**src/pkg/gate_params.svh**
```systemverilog
`ifndef GATE_PARAMS_SVH
`define GATE_PARAMS_SVH

// register byte addresses
`define CTRL_ADDR      12'h000
`define STATUS_ADDR    12'h004
`define FLAG_ADDR      12'h008
`define IRQ_EN_ADDR    12'h00c
`define COUNT_ADDR     12'h010

// control register fields
`define CTRL_GATE_EN_BIT   7
`define CTRL_POL_BIT       6
`define CTRL_TOGGLE_BIT    5
`define CTRL_SPM_BIT       4
`define CTRL_ARM_BIT       3
`define CTRL_RUN_BIT       2
`define CTRL_SRC_LO        0

// status register fields
`define STAT_LEVEL_BIT     0

// flag / irq enable fields
`define FLAG_GATE_BIT      0

`define CTRL_RESET         8'h00
`define COUNT_RESET        16'h0000

`endif

```
**src/pkg/gate_pkg.sv**
```systemverilog
package gate_pkg;
   typedef enum logic [1:0] {
      SRC_PIN,
      SRC_OVF,
      SRC_CMP1,
      SRC_CMP2
   } gate_src_e;

   typedef enum {
      SP_IDLE,
      SP_WAIT,
      SP_PULSE
   } sp_state_e;
endpackage

```
**src/pkg/gate_if.sv**
```systemverilog
`timescale 1ns/1ns
interface gate_if;
   logic       gate_pin_sync;
   logic       ovf_pulse;
   logic       cmp1_out;
   logic       cmp2_out;
   logic [1:0] src_sel;
   logic       polarity;
   logic       toggle_en;
   logic       gate_val;

   modport src (
      input  gate_pin_sync, ovf_pulse, cmp1_out, cmp2_out,
      input  src_sel, polarity, toggle_en,
      output gate_val
   );
   modport ctl (
      output gate_pin_sync, ovf_pulse, cmp1_out, cmp2_out,
      output src_sel, polarity, toggle_en,
      input  gate_val
   );
endinterface

```
**src/core/gate_pulse_ctrl.sv**
```systemverilog
`timescale 1ns/1ns
module gate_pulse_ctrl (
   input  wire logic clk,
   input  wire logic rst,
   input  wire logic spm_en,
   input  wire logic arm_set,
   input  wire logic arm_clr,
   input  wire logic gate_val,
   output logic      arm_done,
   output logic      sp_active
);
   gate_pkg::sp_state_e state_r;
   gate_pkg::sp_state_e state_nxt;
   logic                gv_d_r;
   logic                arm_r;
   logic                arm_nxt;
   logic                rise;
   logic                fall;

   assign rise = gate_val && !gv_d_r;
   assign fall = !gate_val && gv_d_r;

   always_comb begin
      state_nxt = state_r;
      arm_nxt   = arm_r;
      if (arm_clr) begin
         arm_nxt = 1'b0;
      end
      // arming is refused unless single-pulse was enabled first
      if (arm_set && spm_en) begin
         arm_nxt = 1'b1;
      end
      case (state_r)
         gate_pkg::SP_IDLE: begin
            if (arm_nxt && spm_en) begin
               state_nxt = gate_pkg::SP_WAIT;
            end
         end
         gate_pkg::SP_WAIT: begin
            if (!arm_nxt || !spm_en) begin
               state_nxt = gate_pkg::SP_IDLE;
            end else if (rise) begin
               state_nxt = gate_pkg::SP_PULSE;
            end
         end
         gate_pkg::SP_PULSE: begin
            if (!spm_en || !arm_nxt) begin
               state_nxt = gate_pkg::SP_IDLE;
            end else if (fall) begin
               arm_nxt   = 1'b0;
               state_nxt = gate_pkg::SP_IDLE;
            end
         end
         default: state_nxt = gate_pkg::SP_IDLE;
      endcase
   end

   always_ff @(posedge clk) begin
      if (rst) begin
         state_r <= gate_pkg::SP_IDLE;
         arm_r   <= 1'b0;
         gv_d_r  <= 1'b0;
      end else begin
         state_r <= state_nxt;
         arm_r   <= arm_nxt;
         gv_d_r  <= gate_val;
      end
   end

   assign arm_done  = arm_r;
   // gate is live only from the captured rising edge to its fall
   assign sp_active = (state_r == gate_pkg::SP_PULSE) && gate_val;

   done_on_fall_a: assert property (@(posedge clk) disable iff (rst)
      (state_r == gate_pkg::SP_PULSE && fall && spm_en && !arm_clr)
      |=> !arm_r)
      else $error("arm flag not cleared at pulse end");
   start_on_rise_a: assert property (@(posedge clk) disable iff (rst)
      (state_r == gate_pkg::SP_WAIT && rise && arm_r && spm_en
       && !arm_clr) |=> state_r == gate_pkg::SP_PULSE)
      else $error("pulse capture did not start");
   no_rearm_a: assert property (@(posedge clk) disable iff (rst)
      (!arm_r && !arm_set) |=> state_r != gate_pkg::SP_PULSE)
      else $error("capture without arming");
   c_pulse_done: cover property (@(posedge clk) disable iff (rst)
      state_r == gate_pkg::SP_PULSE ##1 state_r == gate_pkg::SP_IDLE);
endmodule // gate_pulse_ctrl

```
**src/core/gate_select.sv**
```systemverilog
`timescale 1ns/1ns
module gate_select (
   input  wire logic clk,
   input  wire logic rst,
   gate_if.src       g
);
   logic chosen;
   logic pol_val;
   logic pol_d_r;
   logic tog_r;
   logic tog_nxt;

   always_comb begin
      case (gate_pkg::gate_src_e'(g.src_sel))
         gate_pkg::SRC_PIN:  chosen = g.gate_pin_sync;
         gate_pkg::SRC_OVF:  chosen = g.ovf_pulse;
         gate_pkg::SRC_CMP1: chosen = g.cmp1_out;
         gate_pkg::SRC_CMP2: chosen = g.cmp2_out;
         default:            chosen = 1'b0;
      endcase
      pol_val = chosen ^ g.polarity;
      tog_nxt = tog_r;
      if (!g.toggle_en) begin
         tog_nxt = 1'b0;
      end else if (pol_val && !pol_d_r) begin
         tog_nxt = ~tog_r;
      end
   end

   always_ff @(posedge clk) begin
      if (rst) begin
         pol_d_r <= 1'b0;
         tog_r   <= 1'b0;
      end else begin
         pol_d_r <= pol_val;
         tog_r   <= tog_nxt;
      end
   end

   assign g.gate_val = g.toggle_en ? tog_r : pol_val;

   toggle_clear_a: assert property (@(posedge clk) disable iff (rst)
      !g.toggle_en |=> !tog_r)
      else $error("toggle flip-flop not held clear");
endmodule // gate_select

```
**src/core/timer_gate_pulse_control.sv**
```systemverilog
// What this block does
// software sets pulse enable before arming
// armed timer starts on next gate rise
// arm flag clears at pulse trailing edge
// no counting after done until rearmed
// software clears arm when disabling pulse
// toggle plus pulse measures full cycle
// gate level readable as status bit
// gate level valid with gate disabled
// gate level fall sets event flag
// enabled event flag raises interrupt
// event flag works with gate disabled
// toggle flip-flop flips on rising edge
// toggle flip-flop cleared when disabled
// two-bit select picks gate source
// polarity bit inverts chosen source
// armed pulse counts only during pulse
`timescale 1ns/1ns
`include "gate_params.svh"
module timer_gate_pulse_control #(
   parameter int CNT_W = 16
) (
   input  wire logic              clk,
   input  wire logic              rst,
   input  wire logic              gate_input_pin,
   input  wire logic              ovf_pulse,
   input  wire logic              cmp1_out,
   input  wire logic              cmp2_out,
   input  wire logic              count_tick,
   input  wire logic              psel,
   input  wire logic              penable,
   input  wire logic              pwrite,
   input  wire logic [11:0]       paddr,
   input  wire logic [31:0]       pwdata,
   output logic      [31:0]       prdata,
   output logic                   pready,
   output logic                   pslverr,
   output logic                   irq
);
   logic [7:0]       ctrl_r;
   logic [7:0]       ctrl_nxt;
   logic             flag_r;
   logic             flag_nxt;
   logic             irq_en_r;
   logic             irq_en_nxt;
   logic [CNT_W-1:0] count_r;
   logic [CNT_W-1:0] count_nxt;
   logic [31:0]      prdata_r;
   logic [31:0]      prdata_nxt;
   logic             pready_r;
   logic             pready_nxt;
   logic             pslverr_r;
   logic             pslverr_nxt;
   logic             irq_r;
   logic             irq_nxt;
   logic             pin_s1_r;
   logic             pin_s2_r;
   logic             gv_d_r;
   logic             wr_acc;
   logic             rd_acc;
   logic             mapped;
   logic             arm_set;
   logic             arm_clr;
   logic             arm_done;
   logic             sp_active;
   logic             gate_open;
   logic             gate_fall;

   gate_if gi ();

   // the pin is asynchronous: two flops before anything looks at it
   always_ff @(posedge clk) begin
      if (rst) begin
         pin_s1_r <= 1'b0;
         pin_s2_r <= 1'b0;
      end else begin
         pin_s1_r <= gate_input_pin;
         pin_s2_r <= pin_s1_r;
      end
   end

   assign gi.gate_pin_sync = pin_s2_r;
   assign gi.ovf_pulse     = ovf_pulse;
   assign gi.cmp1_out      = cmp1_out;
   assign gi.cmp2_out      = cmp2_out;
   assign gi.src_sel       = ctrl_r[`CTRL_SRC_LO +: 2];
   assign gi.polarity      = ctrl_r[`CTRL_POL_BIT];
   assign gi.toggle_en     = ctrl_r[`CTRL_TOGGLE_BIT];

   gate_select u_sel (
      .clk (clk),
      .rst (rst),
      .g   (gi.src)
   );

   // toggle output feeds the pulse controller, so one pulse spans a cycle
   gate_pulse_ctrl u_pulse (
      .clk       (clk),
      .rst       (rst),
      .spm_en    (ctrl_r[`CTRL_SPM_BIT]),
      .arm_set   (arm_set),
      .arm_clr   (arm_clr),
      .gate_val  (gi.gate_val),
      .arm_done  (arm_done),
      .sp_active (sp_active)
   );

   // setup is decoded a cycle early so that pready and read data are
   // registered; the access phase therefore always lasts one cycle and
   // a write only lands at the edge where pready is seen high
   assign wr_acc = psel && penable && pwrite && pready_r;
   assign rd_acc = psel && !penable && !pwrite;
   assign mapped = (paddr == `CTRL_ADDR) || (paddr == `STATUS_ADDR)
                || (paddr == `FLAG_ADDR) || (paddr == `IRQ_EN_ADDR)
                || (paddr == `COUNT_ADDR);
   assign arm_set = wr_acc && (paddr == `CTRL_ADDR)
                 && pwdata[`CTRL_ARM_BIT];
   // R5 is software's duty; a write of zero here is what honours it
   assign arm_clr = wr_acc && (paddr == `CTRL_ADDR)
                 && !pwdata[`CTRL_ARM_BIT];
   assign gate_fall = gv_d_r && !gi.gate_val;

   // with the gate disabled the counter runs free; the level and the
   // event flag keep working regardless
   always_comb begin
      if (!ctrl_r[`CTRL_GATE_EN_BIT]) begin
         gate_open = 1'b1;
      end else if (ctrl_r[`CTRL_SPM_BIT]) begin
         gate_open = sp_active;
      end else begin
         gate_open = gi.gate_val;
      end
   end

   always_comb begin
      ctrl_nxt    = ctrl_r;
      flag_nxt    = flag_r;
      irq_en_nxt  = irq_en_r;
      count_nxt   = count_r;
      prdata_nxt  = prdata_r;
      pready_nxt  = 1'b0;
      pslverr_nxt = 1'b0;
      if (psel && !penable) begin
         pready_nxt  = 1'b1;
         pslverr_nxt = !mapped;
      end
      if (rd_acc) begin
         prdata_nxt = 32'h0000_0000;
         case (paddr)
            `CTRL_ADDR: begin
               prdata_nxt[7:0]           = ctrl_r;
               prdata_nxt[`CTRL_ARM_BIT] = arm_done;
            end
            `STATUS_ADDR: prdata_nxt[`STAT_LEVEL_BIT] = gi.gate_val;
            `FLAG_ADDR:   prdata_nxt[`FLAG_GATE_BIT]  = flag_r;
            `IRQ_EN_ADDR: prdata_nxt[`FLAG_GATE_BIT]  = irq_en_r;
            `COUNT_ADDR:  prdata_nxt[CNT_W-1:0]       = count_r;
            default:      prdata_nxt = 32'h0000_0000;
         endcase
      end
      if (wr_acc) begin
         case (paddr)
            `CTRL_ADDR:   ctrl_nxt = pwdata[7:0];
            `FLAG_ADDR: begin
               if (pwdata[`FLAG_GATE_BIT]) begin
                  flag_nxt = 1'b0;
               end
            end
            `IRQ_EN_ADDR: irq_en_nxt = pwdata[`FLAG_GATE_BIT];
            `COUNT_ADDR:  count_nxt = pwdata[CNT_W-1:0];
            default:      ;
         endcase
      end
      ctrl_nxt[`CTRL_ARM_BIT] = 1'b0;
      // independent of the gate enable; set beats a same-cycle clear
      if (gate_fall) begin
         flag_nxt = 1'b1;
      end
      if (ctrl_r[`CTRL_RUN_BIT] && gate_open && count_tick) begin
         count_nxt = count_r + 1'b1;
      end
      irq_nxt = flag_nxt && irq_en_nxt;
   end

   always_ff @(posedge clk) begin
      if (rst) begin
         ctrl_r    <= `CTRL_RESET;
         flag_r    <= 1'b0;
         irq_en_r  <= 1'b0;
         count_r   <= `COUNT_RESET;
         prdata_r  <= 32'h0000_0000;
         pready_r  <= 1'b0;
         pslverr_r <= 1'b0;
         irq_r     <= 1'b0;
         gv_d_r    <= 1'b0;
      end else begin
         ctrl_r    <= ctrl_nxt;
         flag_r    <= flag_nxt;
         irq_en_r  <= irq_en_nxt;
         count_r   <= count_nxt;
         prdata_r  <= prdata_nxt;
         pready_r  <= pready_nxt;
         pslverr_r <= pslverr_nxt;
         irq_r     <= irq_nxt;
         gv_d_r    <= gi.gate_val;
      end
   end

   assign prdata  = prdata_r;
   assign pready  = pready_r;
   assign pslverr = pslverr_r;
   assign irq     = irq_r;

   // the event flag follows a fall of the gate level on the next edge
   flag_on_fall_a: assert property (@(posedge clk) disable iff (rst)
      gate_fall |=> flag_r)
      else $error("gate fall did not set event flag");
   flag_gate_off_a: assert property (@(posedge clk) disable iff (rst)
      (gate_fall && !ctrl_r[`CTRL_GATE_EN_BIT]) |=> flag_r)
      else $error("flag lost with gate disabled");
   // only a fall sets the flag and only a bus write may clear it
   flag_hold_a: assert property (@(posedge clk) disable iff (rst)
      (!gate_fall && !wr_acc) |=> flag_r == $past(flag_r))
      else $error("event flag changed without cause");
   irq_follows_a: assert property (@(posedge clk) disable iff (rst)
      (flag_r && irq_en_r) |=> ##0 (irq_r || $past(wr_acc)))
      else $error("interrupt missing");
   irq_masked_a: assert property (@(posedge clk) disable iff (rst)
      (!irq_en_r && !wr_acc) |=> !irq_r)
      else $error("interrupt raised while masked");
   irq_no_flag_a: assert property (@(posedge clk) disable iff (rst)
      (!flag_r && !gate_fall) |=> !irq_r)
      else $error("interrupt raised without flag");
   level_read_a: assert property (@(posedge clk) disable iff (rst)
      (rd_acc && paddr == `STATUS_ADDR)
      |=> prdata_r[0] == $past(gi.gate_val))
      else $error("gate level read wrong");
   arm_read_a: assert property (@(posedge clk) disable iff (rst)
      (rd_acc && paddr == `CTRL_ADDR)
      |=> prdata_r[`CTRL_ARM_BIT] == $past(arm_done))
      else $error("arm flag read wrong");
   // with the toggle off the level is the chosen source after polarity
   src_pin_a: assert property (@(posedge clk) disable iff (rst)
      (!gi.toggle_en && gi.src_sel == 2'h0)
      |-> gi.gate_val == (pin_s2_r ^ gi.polarity))
      else $error("pin source level wrong");
   src_ovf_a: assert property (@(posedge clk) disable iff (rst)
      (!gi.toggle_en && gi.src_sel == 2'h1)
      |-> gi.gate_val == (ovf_pulse ^ gi.polarity))
      else $error("overflow source level wrong");
   src_cmp1_a: assert property (@(posedge clk) disable iff (rst)
      (!gi.toggle_en && gi.src_sel == 2'h2)
      |-> gi.gate_val == (cmp1_out ^ gi.polarity))
      else $error("first comparator level wrong");
   src_cmp2_a: assert property (@(posedge clk) disable iff (rst)
      (!gi.toggle_en && gi.src_sel == 2'h3)
      |-> gi.gate_val == (cmp2_out ^ gi.polarity))
      else $error("second comparator level wrong");
   hold_count_a: assert property (@(posedge clk) disable iff (rst)
      (ctrl_r[`CTRL_GATE_EN_BIT] && ctrl_r[`CTRL_SPM_BIT] && !sp_active
       && !wr_acc) |=> $stable(count_r))
      else $error("count moved outside captured pulse");
   // inside the captured pulse every tick must reach the counter
   count_step_a: assert property (@(posedge clk) disable iff (rst)
      (ctrl_r[`CTRL_RUN_BIT] && ctrl_r[`CTRL_GATE_EN_BIT]
       && ctrl_r[`CTRL_SPM_BIT] && sp_active && count_tick && !wr_acc)
      |=> count_r == $past(count_r) + 1'b1)
      else $error("count did not advance inside pulse");
   // the bus answer is a single-cycle pulse, the error rides with it
   ready_pulse_a: assert property (@(posedge clk) disable iff (rst)
      pready_r |=> !pready_r)
      else $error("ready held longer than one cycle");
   err_ready_a: assert property (@(posedge clk) disable iff (rst)
      pslverr_r |-> pready_r)
      else $error("error reported without ready");
   c_arm_done: cover property (@(posedge clk) disable iff (rst)
      $fell(arm_done));
   c_irq: cover property (@(posedge clk) disable iff (rst) $rose(irq_r));
   c_count: cover property (@(posedge clk) disable iff (rst)
      sp_active && count_tick);
   c_toggle: cover property (@(posedge clk) disable iff (rst)
      ctrl_r[`CTRL_TOGGLE_BIT] && gate_fall);
endmodule // timer_gate_pulse_control

```
**config.mk**
```make
export PLATFORM = sky130hd
export DESIGN_NAME = timer_gate_pulse_control
export DESIGN_NICKNAME = d
export VERILOG_FILES = /design/src/pkg/gate_pkg.sv /design/src/pkg/gate_if.sv /design/src/core/gate_pulse_ctrl.sv /design/src/core/gate_select.sv /design/src/core/timer_gate_pulse_control.sv
export VERILOG_INCLUDE_DIRS = /design/src /design/src/pkg
export SDC_FILE = /design/constraint.sdc
export NUM_CORES = 1
export LEC_CHECK = 0
export CAP_MARGIN = 20
export CORE_ASPECT_RATIO = 0.5
export CORE_MARGIN = 5
export CORE_UTILIZATION = 55
export CTS_CLUSTER_DIAMETER = 120
export DETAILED_ROUTE_END_ITERATION = 12
export DONT_BUFFER_PORTS = 1
export HOLD_SLACK_MARGIN = 0.08
export PLACE_DENSITY_LB_ADDON = 0.08
export SLEW_MARGIN = 0
export SYNTH_ARGS = -nofsm -noshare
export SYNTH_HDL_FRONTEND = slang
export SYNTH_SLANG_ARGS = --single-unit
```
**constraint.sdc**
```tcl
create_clock -name clk -period 3.3 [get_ports clk]
set_input_delay 0.66 -clock clk [delete_from_list [all_inputs] [get_ports clk]]
set_output_delay 0.66 -clock clk [all_outputs]
set_load 0.03 [all_outputs]
```
==> results of run 1 <==
-- area by class of cell --
cell class                      instances  area (um2)  share of cell area, %
Tap cell                               73        91.3                   2.83
Inverter                               12        45.0                   1.39
Sequential cell                        52        1040                   32.2
Clock buffer                            5         125                   3.87
Clock inverter                          2        12.5                  0.387
Timing Repair Buffer                   10        75.1                   2.32
Multi-Input combinational cell        293        1840                   57.0
-- per-layer routing --
layer  part of all wire [%]  up-vias  global-route usage, %
met3                     11       16                   7.27
li1                       -     1374                      -
met4                    1.3        0                   5.35
met2                     43      163                   35.9
met5                      0        -                      0
met1                     44     1390                   33.5
-- through the flow --
| stage | hold slack (ns) | util [%] |
|---|---|---|
| after floorplan | 0.414 | - |
| after global placement | 0.449 | 56.6 |
| after detailed placement | 0.467 | 56.6 |
| after CTS | 0.431 | 59.1 |
| after global routing | 0.436 | 59.1 |
| final | 0.433 | 59.1 |
-- cell usage in the layout, fill, tap and decap left out, drive strengths merged, types with 4 or more instances in the layout --
cell type / n
dfxtp: 52
nor2: 38
nand2: 33
nand3: 24
nor3: 20
a21oi: 19
conb: 16
o21ai: 14
inv: 12
a221oi: 11
mux2i: 10
buf: 10
nand4: 8
nor4: 8
and3: 6
or4: 6
clkbuf: 5
o311ai: 5
nor2b: 5
nand2b: 4
nor3b: 4
and2: 4
a21o: 4
or2: 4
a31oi: 4
mux2: 4
-- kinds of logic (layout without fill, tap and decap cells) --
logic type	Yosys count	count (layout)
compound gates	87	87
xor+xnor	3	3
fa+ha+maj	1	1
buf+inv	47	29
flops	52	52
mux	15	15
other cells	1	16
simple gates	171	171
-- critical path: cells and delay by family, from the launching register on --
| kind | cells | cell delay (ns) |
|---|---|---|
| AO/OA/AOI/OAI | 2 | 0.47 |
| buffers and inverters | 1 | 0.29 |
| flip-flops | 1 | 0.45 |
| multiplexers | 2 | 0.69 |
| AND/OR/NAND/NOR | 1 | 0.53 |
-- flip-flops by register name, summed over array words and instances, names as in the netlist --
signal / count
count_r: 16
ctrl_r: 7
flag_r: 1
gi.gate_pin_sync: 1
irq: 1
irq_en_r: 1
pin_s1_r: 1
prdata: 16
pready: 1
pslverr: 1
u_pulse.arm_done: 1
u_pulse.gv_d_r: 1
u_pulse.state_r: 2
u_sel.pol_d_r: 1
u_sel.tog_r: 1
-- report_power, final --
part | total (uW) | internal (uW) | switching (uW)
clock network | 510 | 276 | 234
registers | 648 | 634 | 14.1
logic | 70.3 | 18.6 | 51.7
total | 1230 | 929 | 300
-- final timing paths --
check / from / end / slack, ns / depth (start not counted)
worst max-delay path: ctrl_r[1] / count_r[3] / 0.78 / 6
worst min-delay path: rst / prdata[10] / 0.43 / 1
worst max register to register: ctrl_r[1] / count_r[3] / 0.78 / 6
worst min register to register: u_pulse.state_r[1] / u_pulse.state_r[0] / 0.48 / 1
==> results.cfg, run 1 <==
[status]
outcome = complete, no violations

[yosys]
synth_compound_area_share_pct = 21.5
synth_top_family_by_area = simple AND/OR/NAND/NOR gates
yosysTopAreaCellShare_pct = 33.6
ys_types = 73
synthMuxAreaShare_pct = 5.65
synth_fa_ha_area_share_pct = 0.403
synth-xor-area-share_pct = 0.847
synth_top_area_cell = dfxtp_1
synth_area_um2 = 3100
ys_top_cells_by_area = dfxtp_1 34%, buf_4 4.6%, nor2_1 4.6%
yosysSeqAreaShare_pct = 33.6
yosys.area_share.simple_pct = 29.0
postSynthCellCount = 377
yosys_warnings = 0
yosys-top-cells-count = 52 x dfxtp_1, 38 x nor2_1, 33 x nand2_1
synth.avg_cell_area_um2 = 8.23
synth_edf_count = 0
synth_seq_cells = 52
synth-async-reset-ratio_pct = 0
synth_most_common_cell = dfxtp_1
synth_ff_type = dfxtp_1

[grt]
grt_pass1_vias = 2770
grt_antenna_before_repair = 0
grt-ovfl-total = 0
grt_max_degree = 50
grt_use_total_pct = 23.8
grt_first_pass_wirelength_mm = 13.8

[clock_tree]
tritoncts = yes
cts_made_buffers = 5
post_cts.repair.setup_buffers = 0
clock-sinks = 52
cts_hold_buf = 0
clk_pin_slew_ns = 0.07
cts_htree_levels = 2
clk_latency_ns = 0.29
clk_path_buf_depth = 2
post_cts_resized = 0
cts_root_buffer = clkbuf_16

[job]
cap_violations = 0

[timing]
setup_tns_ns = 0
finalHoldViolCount = 0
drv_slew = 0
maxSlewHeadroom_pct = 49.0
final.min_clock_period_ns = 2.52
period_share_pct = 76.5
worst_pin_slew_ns = 0.762
max_freq_mhz = 396
finClkSkew_ns = 0.00387
rsz0062_at_grt = false
fin_ws_ns = 0.776
setup_viol = 0

[placement]
dpl.cell_count = 440
dp_slack_ns = 0.696
postPlaceCellArea_um2 = 3090
place.gp.congestion = 0.943
port_buffers = 0
hpwl_mm = 6.53

[worst_hold_path]
min_path_type = in2reg

[final_layout]
postLayoutCellArea_um2 = 3230
n_fill_cell = 492
stdcell_count = 447
area_growth_pct = 4.15
diodes = 0
fin_nets = 429
layout-drive-gt1-share_pct = 10.7

[setup_path]
cp.required_ns = 3.49
worstPathMaxFanout = 12
cp_common_cell = mux2i_1
startpoint_type = flip-flop
critPathKind = reg2reg
worstPathArrival_ns = 2.72
crit_slowest_cell = or4_2
cp-end-kind = flip-flop
slowest_delay_ns = 0.53
worstPathCellList = mux2i_1 -> mux2i_1 -> a31oi_2 -> buf_4 -> or4_2 -> o311ai_1

[routing]
wire_per_inst_um = 19.7
drt-total-wl_mm = 8.80
drtIter0Drc = 254
first_pass_iters = 5
drc = 0
vias = 2943
vias_per_cell = 6.58
antenna_left = 0

[power]
finalPower_uw = 1230
p_per_area_nw_per_um2 = 380
p_leak_uw = 0.00110
ir_drop_mv = 0.271

[floorplanning]
ios = 89
die_h_um = 63.1
die_w_um = 116
initial_core_util_pct = 56.7
dieArea_um2 = 7330
fp.coreArea_um2 = 5470
rows = 19
Power figures use the tool's default switching activity.
==> run 2: changes to the inputs <==
--- a/config.mk
+++ b/config.mk
@@ -6,6 +6,7 @@
 export SDC_FILE = /design/constraint.sdc
 export NUM_CORES = 1
 export LEC_CHECK = 0
+export ABC_AREA = 1
 export CAP_MARGIN = 20
 export CORE_ASPECT_RATIO = 0.5
 export CORE_MARGIN = 5
==> constraint.sdc (replaced) <==
create_clock -name clk -period 2.1 [get_ports clk]
set_input_delay 0.42 -clock clk [delete_from_list [all_inputs] [get_ports clk]]
set_output_delay 0.42 -clock clk [all_outputs]
set_load 0.03 [all_outputs]
==> results.cfg, run 2 <==
[setup_path]
ff2ff_path_depth = 9
rrSetupSlack_ns = 0.36
worstPathArrival_ns = 1.95
slowest_delay_ns = 0.43
cp.buffers_inverters = 0
worstPathMaxFanout = 4
crit_slowest_cell = dfxtp_1
cp-end-kind = flip-flop
r2r-end = count_r[10]
worstPathCellList = ha_1 -> nand3_1 -> nor2_2 -> nand3_2 -> nor2_1 -> xor2_1 -> nand3_1 -> nand2_1 -> a21oi_1
cp.required_ns = 2.31
critPathKind = reg2reg
startpoint_type = flip-flop
path_depth = 9
crit_family = simple AND/OR/NAND/NOR gates
cp_common_cell = nand3_1
crit_path_start = count_r[1]
cp-endpoint = count_r[10]
r2r-start = count_r[1]

[clock_tree]
post_cts.repair.setup_buffers = 0
cts_root_buffer = clkbuf_8
clock-sinks = 52
post_cts_resized = 0
cts_htree_levels = 2
cts_made_buffers = 5
clk_path_buf_depth = 2
clk_pin_slew_ns = 0.09
clk_latency_ns = 0.31
tritoncts = yes
cts_hold_buf = 0

[floorplanning]
rows = 19
die_w_um = 115
ios = 89
die_h_um = 62.4
initial_core_util_pct = 56.0
dieArea_um2 = 7170
fp.coreArea_um2 = 5400

[routing]
vias = 2589
wire_per_inst_um = 14.2
drt-total-wl_mm = 6.91
vias_per_cell = 5.31
drc = 0
antenna_left = 0
drtIter0Drc = 164
first_pass_iters = 4

[yosys]
synth-async-reset-ratio_pct = 0
ys_types = 37
synth_top_area_cell = dfxtp_1
postSynthCellCount = 422
yosys-top-cells-count = 91 x nand2_1, 52 x dfxtp_1, 41 x nand3_1
synth_area_um2 = 3020
synth_most_common_cell = nand2_1
yosys_warnings = 0
synth_ff_type = dfxtp_1
ys_top_cells_by_area = dfxtp_1 34%, nand2_1 11%, nand3_1 6.8%
synth_edf_count = 0
synth_seq_cells = 52
yosysTopAreaCellShare_pct = 34.4
synth.avg_cell_area_um2 = 7.17
yosysSeqAreaShare_pct = 34.4

[timing]
final.min_clock_period_ns = 1.74
drv_slew = 0
finClkSkew_ns = 0.00758
period_share_pct = 82.7
setup_tns_ns = 0
setup_viol = 0
finalHoldViolCount = 0
worst_pin_slew_ns = 0.691
maxSlewHeadroom_pct = 53.9
rsz0062_at_grt = false
max_freq_mhz = 576

[power]
ir_drop_mv = 0.432
p_leak_uw = 0.00119
p_per_area_nw_per_um2 = 596
finalPower_uw = 1840

[final_layout]
regArea_um2 = 1040
n_fill_cell = 533
layout_commonest_cell = nand2_1
layout-drive-gt1-share_pct = 12.5
diodes = 0
multi_input_comb_area_um2 = 1640
fin_nets = 469
layout_common_cells = 91 x nand2_1, 52 x dfxtp_1, 41 x nand3_1
area_growth_pct = 1.90
fin_util_pct = 57.1

[grt]
grt_pass1_vias = 2522
grt_antenna_before_repair = 0
grt_first_pass_wirelength_mm = 11.7
grt_max_degree = 32
grt_use_total_pct = 19.9
grt-ovfl-total = 0

[status]
outcome = complete, no violations

[job]
cap_violations = 0

[placement]
hpwl_mm = 5.04
place.gp.congestion = 0.891
port_buffers = 0

[worst_hold_path]
min_path_type = in2reg
-- run 2: changes by cell type after synthesis, sizes merged, moves of 8 or more --
cell	before	now
nand2	33	96
inv	12	44
nand3	24	50
a21oi	19	35
a221oi	11	0
nor3	20	9
o211ai	3	14
mux2i	10	1
nor4	8	0
-- run 2: metal layers --
metal	GRT usage (%)	vias up	part of all wire, %	wire length (um)
met5	0	-	0	0
met4	5.42	0	0.52	36
met3	5.80	6	7.0	484
met2	32.4	75	45	3120
met1	25.6	1181	47	3260
li1	-	1327	-	-
-- run 2: power breakdown --
part | leakage, uW | switching [uW] | internal, uW
sequential | 0.000421 | 38.9 | 1000
clock | 0.0000541 | 331 | 353
combinational | 0.000717 | 84.7 | 24.6
-- run 2: final cells by class --
type	instances	share of cell area, %
clock buffer	5	2.23
tap	73	2.96
inverter	45	5.48
multi-input combinational	306	53.2
timing repair buffer	4	0.974
sequential	52	33.8
clock inverter	3	1.38
-- run 2: logic make-up (layout without fill, tap and decap cells) --
group,count (synthesis),count (layout),synth area share (%)
AO/OA/AOI/OAI,70,70,13.9
XOR/XNOR,14,14,4.05
adder cells (fa/ha/maj),1,1,0.414
buffers and inverters,79,57,13.4
flip-flops,52,52,34.4
multiplexers,1,1,0.331
other,1,16,0.124
AND/OR/NAND/NOR,204,204,33.3
-- run 2: worst min-delay path by stage --
stage	depth (start not counted)	start	slack, ns	end
final	1	rst	0.17	count_r[2]
after global routing	1	rst	0.14	count_r[2]
after CTS	1	rst	0.14	count_r[2]
after detailed placement	2	pin_s1_r	0.40	gi.gate_pin_sync
after global placement	2	pin_s1_r	0.40	gi.gate_pin_sync
after floorplan	2	pin_s1_r	0.39	gi.gate_pin_sync
-- run 2: per-stage QoR --
step / instances / worst slack [ns] / hold slack, ns / area, um2
2_1_floorplan: 437 / 0.516 / 0.388 / 3080
3_3_place_gp: 480 / 0.377 / 0.398 / 2970
3_5_place_dp: 480 / 0.342 / 0.399 / 2970
4_1_cts: 488 / 0.367 / 0.143 / 3080
5_1_grt: 488 / 0.126 / 0.137 / 3080
6_report: 488 / 0.363 / 0.167 / 3080
==> run 3: changes to the inputs <==
--- a/config.mk
+++ b/config.mk
@@ -6,7 +6,7 @@
 export SDC_FILE = /design/constraint.sdc
 export NUM_CORES = 1
 export LEC_CHECK = 0
-export ABC_AREA = 1
+export ABC_AREA = 0
 export CAP_MARGIN = 20
 export CORE_ASPECT_RATIO = 0.5
 export CORE_MARGIN = 5
==> constraint.sdc (replaced) <==
create_clock -name clk -period 1.61 [get_ports clk]
set_input_delay 0.322 -clock clk [delete_from_list [all_inputs] [get_ports clk]]
set_output_delay 0.322 -clock clk [all_outputs]
set_load 0.03 [all_outputs]
==> results.cfg, run 3 (same netlist as run 1, synthesis figures left out) <==
[routing]
drtIter0Drc = 366
antenna_left = 0
wire_per_inst_um = 19.7
first_pass_iters = 5
vias_per_cell = 6.19
drc = 0
drt-total-wl_mm = 10.6
vias = 3335

[floorplanning]
die_w_um = 116
initial_core_util_pct = 56.7
rows = 19
fp.coreArea_um2 = 5470
die_h_um = 63.1
dieArea_um2 = 7330
ios = 89

[setup_path]
crit_slowest_cell = dfxtp_4
cp-end-kind = flip-flop
slowest_delay_ns = 0.40
startpoint_type = flip-flop
r2r-end = count_r[4]
worstPathCellList = mux2i_4 -> mux2_2 -> o31ai_4 -> buf_12 -> mux2i_1 -> o311ai_2
worstPathArrival_ns = 2.17
ff2ff_path_depth = 6
cp.buffers_inverters = 1
critPathKind = reg2reg
cp.required_ns = 1.79
rrSetupSlack_ns = -0.39
crit_family = multiplexers
r2r-start = ctrl_r[1]
worstPathMaxFanout = 10

[final_layout]
fin_nets = 520
stdcell_count = 539
layout_commonest_cell = buf_4
diodes = 0
layout-drive-gt1-share_pct = 35.8
area_growth_pct = 37.7
layout_common_cells = 84 x buf_4, 47 x dfxtp_1, 33 x nand2_1

[timing]
period_share_pct = 124
max_freq_mhz = 501
rsz0062_at_grt = true
hold_ws_ns = 0.0936
finalHoldViolCount = 0
maxSlewHeadroom_pct = 66.8
finClkSkew_ns = 0.00498
setup_viol = 24
final.min_clock_period_ns = 2.00
worst_pin_slew_ns = 0.497
fin_ws_ns = -0.386
drv_slew = 0

[clock_tree]
clk_pin_slew_ns = 0.07
clk_latency_ns = 0.29
cts_root_buffer = clkbuf_16
tritoncts = yes
cts_made_buffers = 5
clk_path_buf_depth = 2
clock-sinks = 52
cts_htree_levels = 2

[status]
violations = negative setup slack
outcome = finished with violations

[grt]
grt_max_degree = 47
grt-ovfl-total = 0
grt_use_total_pct = 28.2
grt_first_pass_wirelength_mm = 16.1
grt_pass1_vias = 3231
grt_antenna_before_repair = 0

[placement]
hpwl_mm = 7.60
dpl.cell_count = 517
place.gp.congestion = 1.01
port_buffers = 0

[worst_hold_path]
hold_end = prdata[9]
hold_depth = 1
hp-start = rst
min_path_type = in2reg

[power]
p_leak_uw = 0.00161
p_per_area_nw_per_um2 = 616
ir_drop_mv = 0.499

[job]
cap_violations = 0
run 3: per-stage QoR:
stage | power (uW) | TNS, ns | utilization (%) | area [um2] | setup WS (ns)
floorplan | 1530 | -2.60 | - | 3240 | -0.288
global placement | 1520 | -5.13 | 68.9 | 3770 | -0.325
detailed placement | 1520 | -6.16 | 68.9 | 3770 | -0.377
CTS | 2640 | -6.44 | 75.4 | 4120 | -0.380
global route | 2740 | -8.21 | 78.1 | 4270 | -0.471
finish | 2630 | -6.58 | 78.1 | 4270 | -0.386
run 3: final cells by class:
| cell class | count | area, um2 |
|---|---|---|
| clock inverters | 1 | 8.76 |
| multi-input cells | 293 | 2100 |
| fillers | 409 | 1200 |
| well taps | 73 | 91.3 |
| clock buffers | 7 | 143 |
| inverters | 12 | 45.0 |
| flip-flops and latches | 52 | 1060 |
| repair buffers | 101 | 826 |
run 3: worst reg2reg max path: cells and delay by family, from the launching register on:
family                 cells  cell delay [ns]
multiplexers               3             0.91
buffers and inverters      1             0.17
AO/OA/AOI/OAI              2             0.39
flip-flops                 1             0.40
run 3: how the worst max path moves through the flow:
stage | startpoint | end | cells past startpoint | slack (ns)
final | ctrl_r[1] | count_r[4] | 6 | -0.39
after global routing | ctrl_r[1] | count_r[12] | 6 | -0.47
after CTS | ctrl_r[1] | u_pulse.state_r[1] | 6 | -0.38
after detailed placement | ctrl_r[6] | count_r[12] | 7 | -0.38
after global placement | ctrl_r[1] | count_r[7] | 6 | -0.32
after floorplan | ctrl_r[1] | u_pulse.state_r[1] | 6 | -0.29
run 3: repair_timing:
action | in CTS | in global routing
pin swaps | 10 | 13
setup endpoints to repair | 24 | 31
hold buffers | 2 | 2
buffers inserted | 8 | 5
hold endpoints to repair | 4 | 6
resized for setup | 32 | 22
run 3: per-layer routing:
layer	global-route usage, %	vias to the layer above	routed length [um]
met5	0	-	0
met4	9.41	0	263
met3	7.36	28	1040
met2	44.8	179	4800
met1	37.1	1575	4530
li1	-	1553	-
run 3: where the power goes:
group / internal, uW / switching (uW) / total (uW) / leakage (uW)
combinational: 73.0 / 130 / 203 / 0.00111
sequential: 1290 / 28.6 / 1320 / 0.000424
clock: 623 / 483 / 1110 / 0.0000741
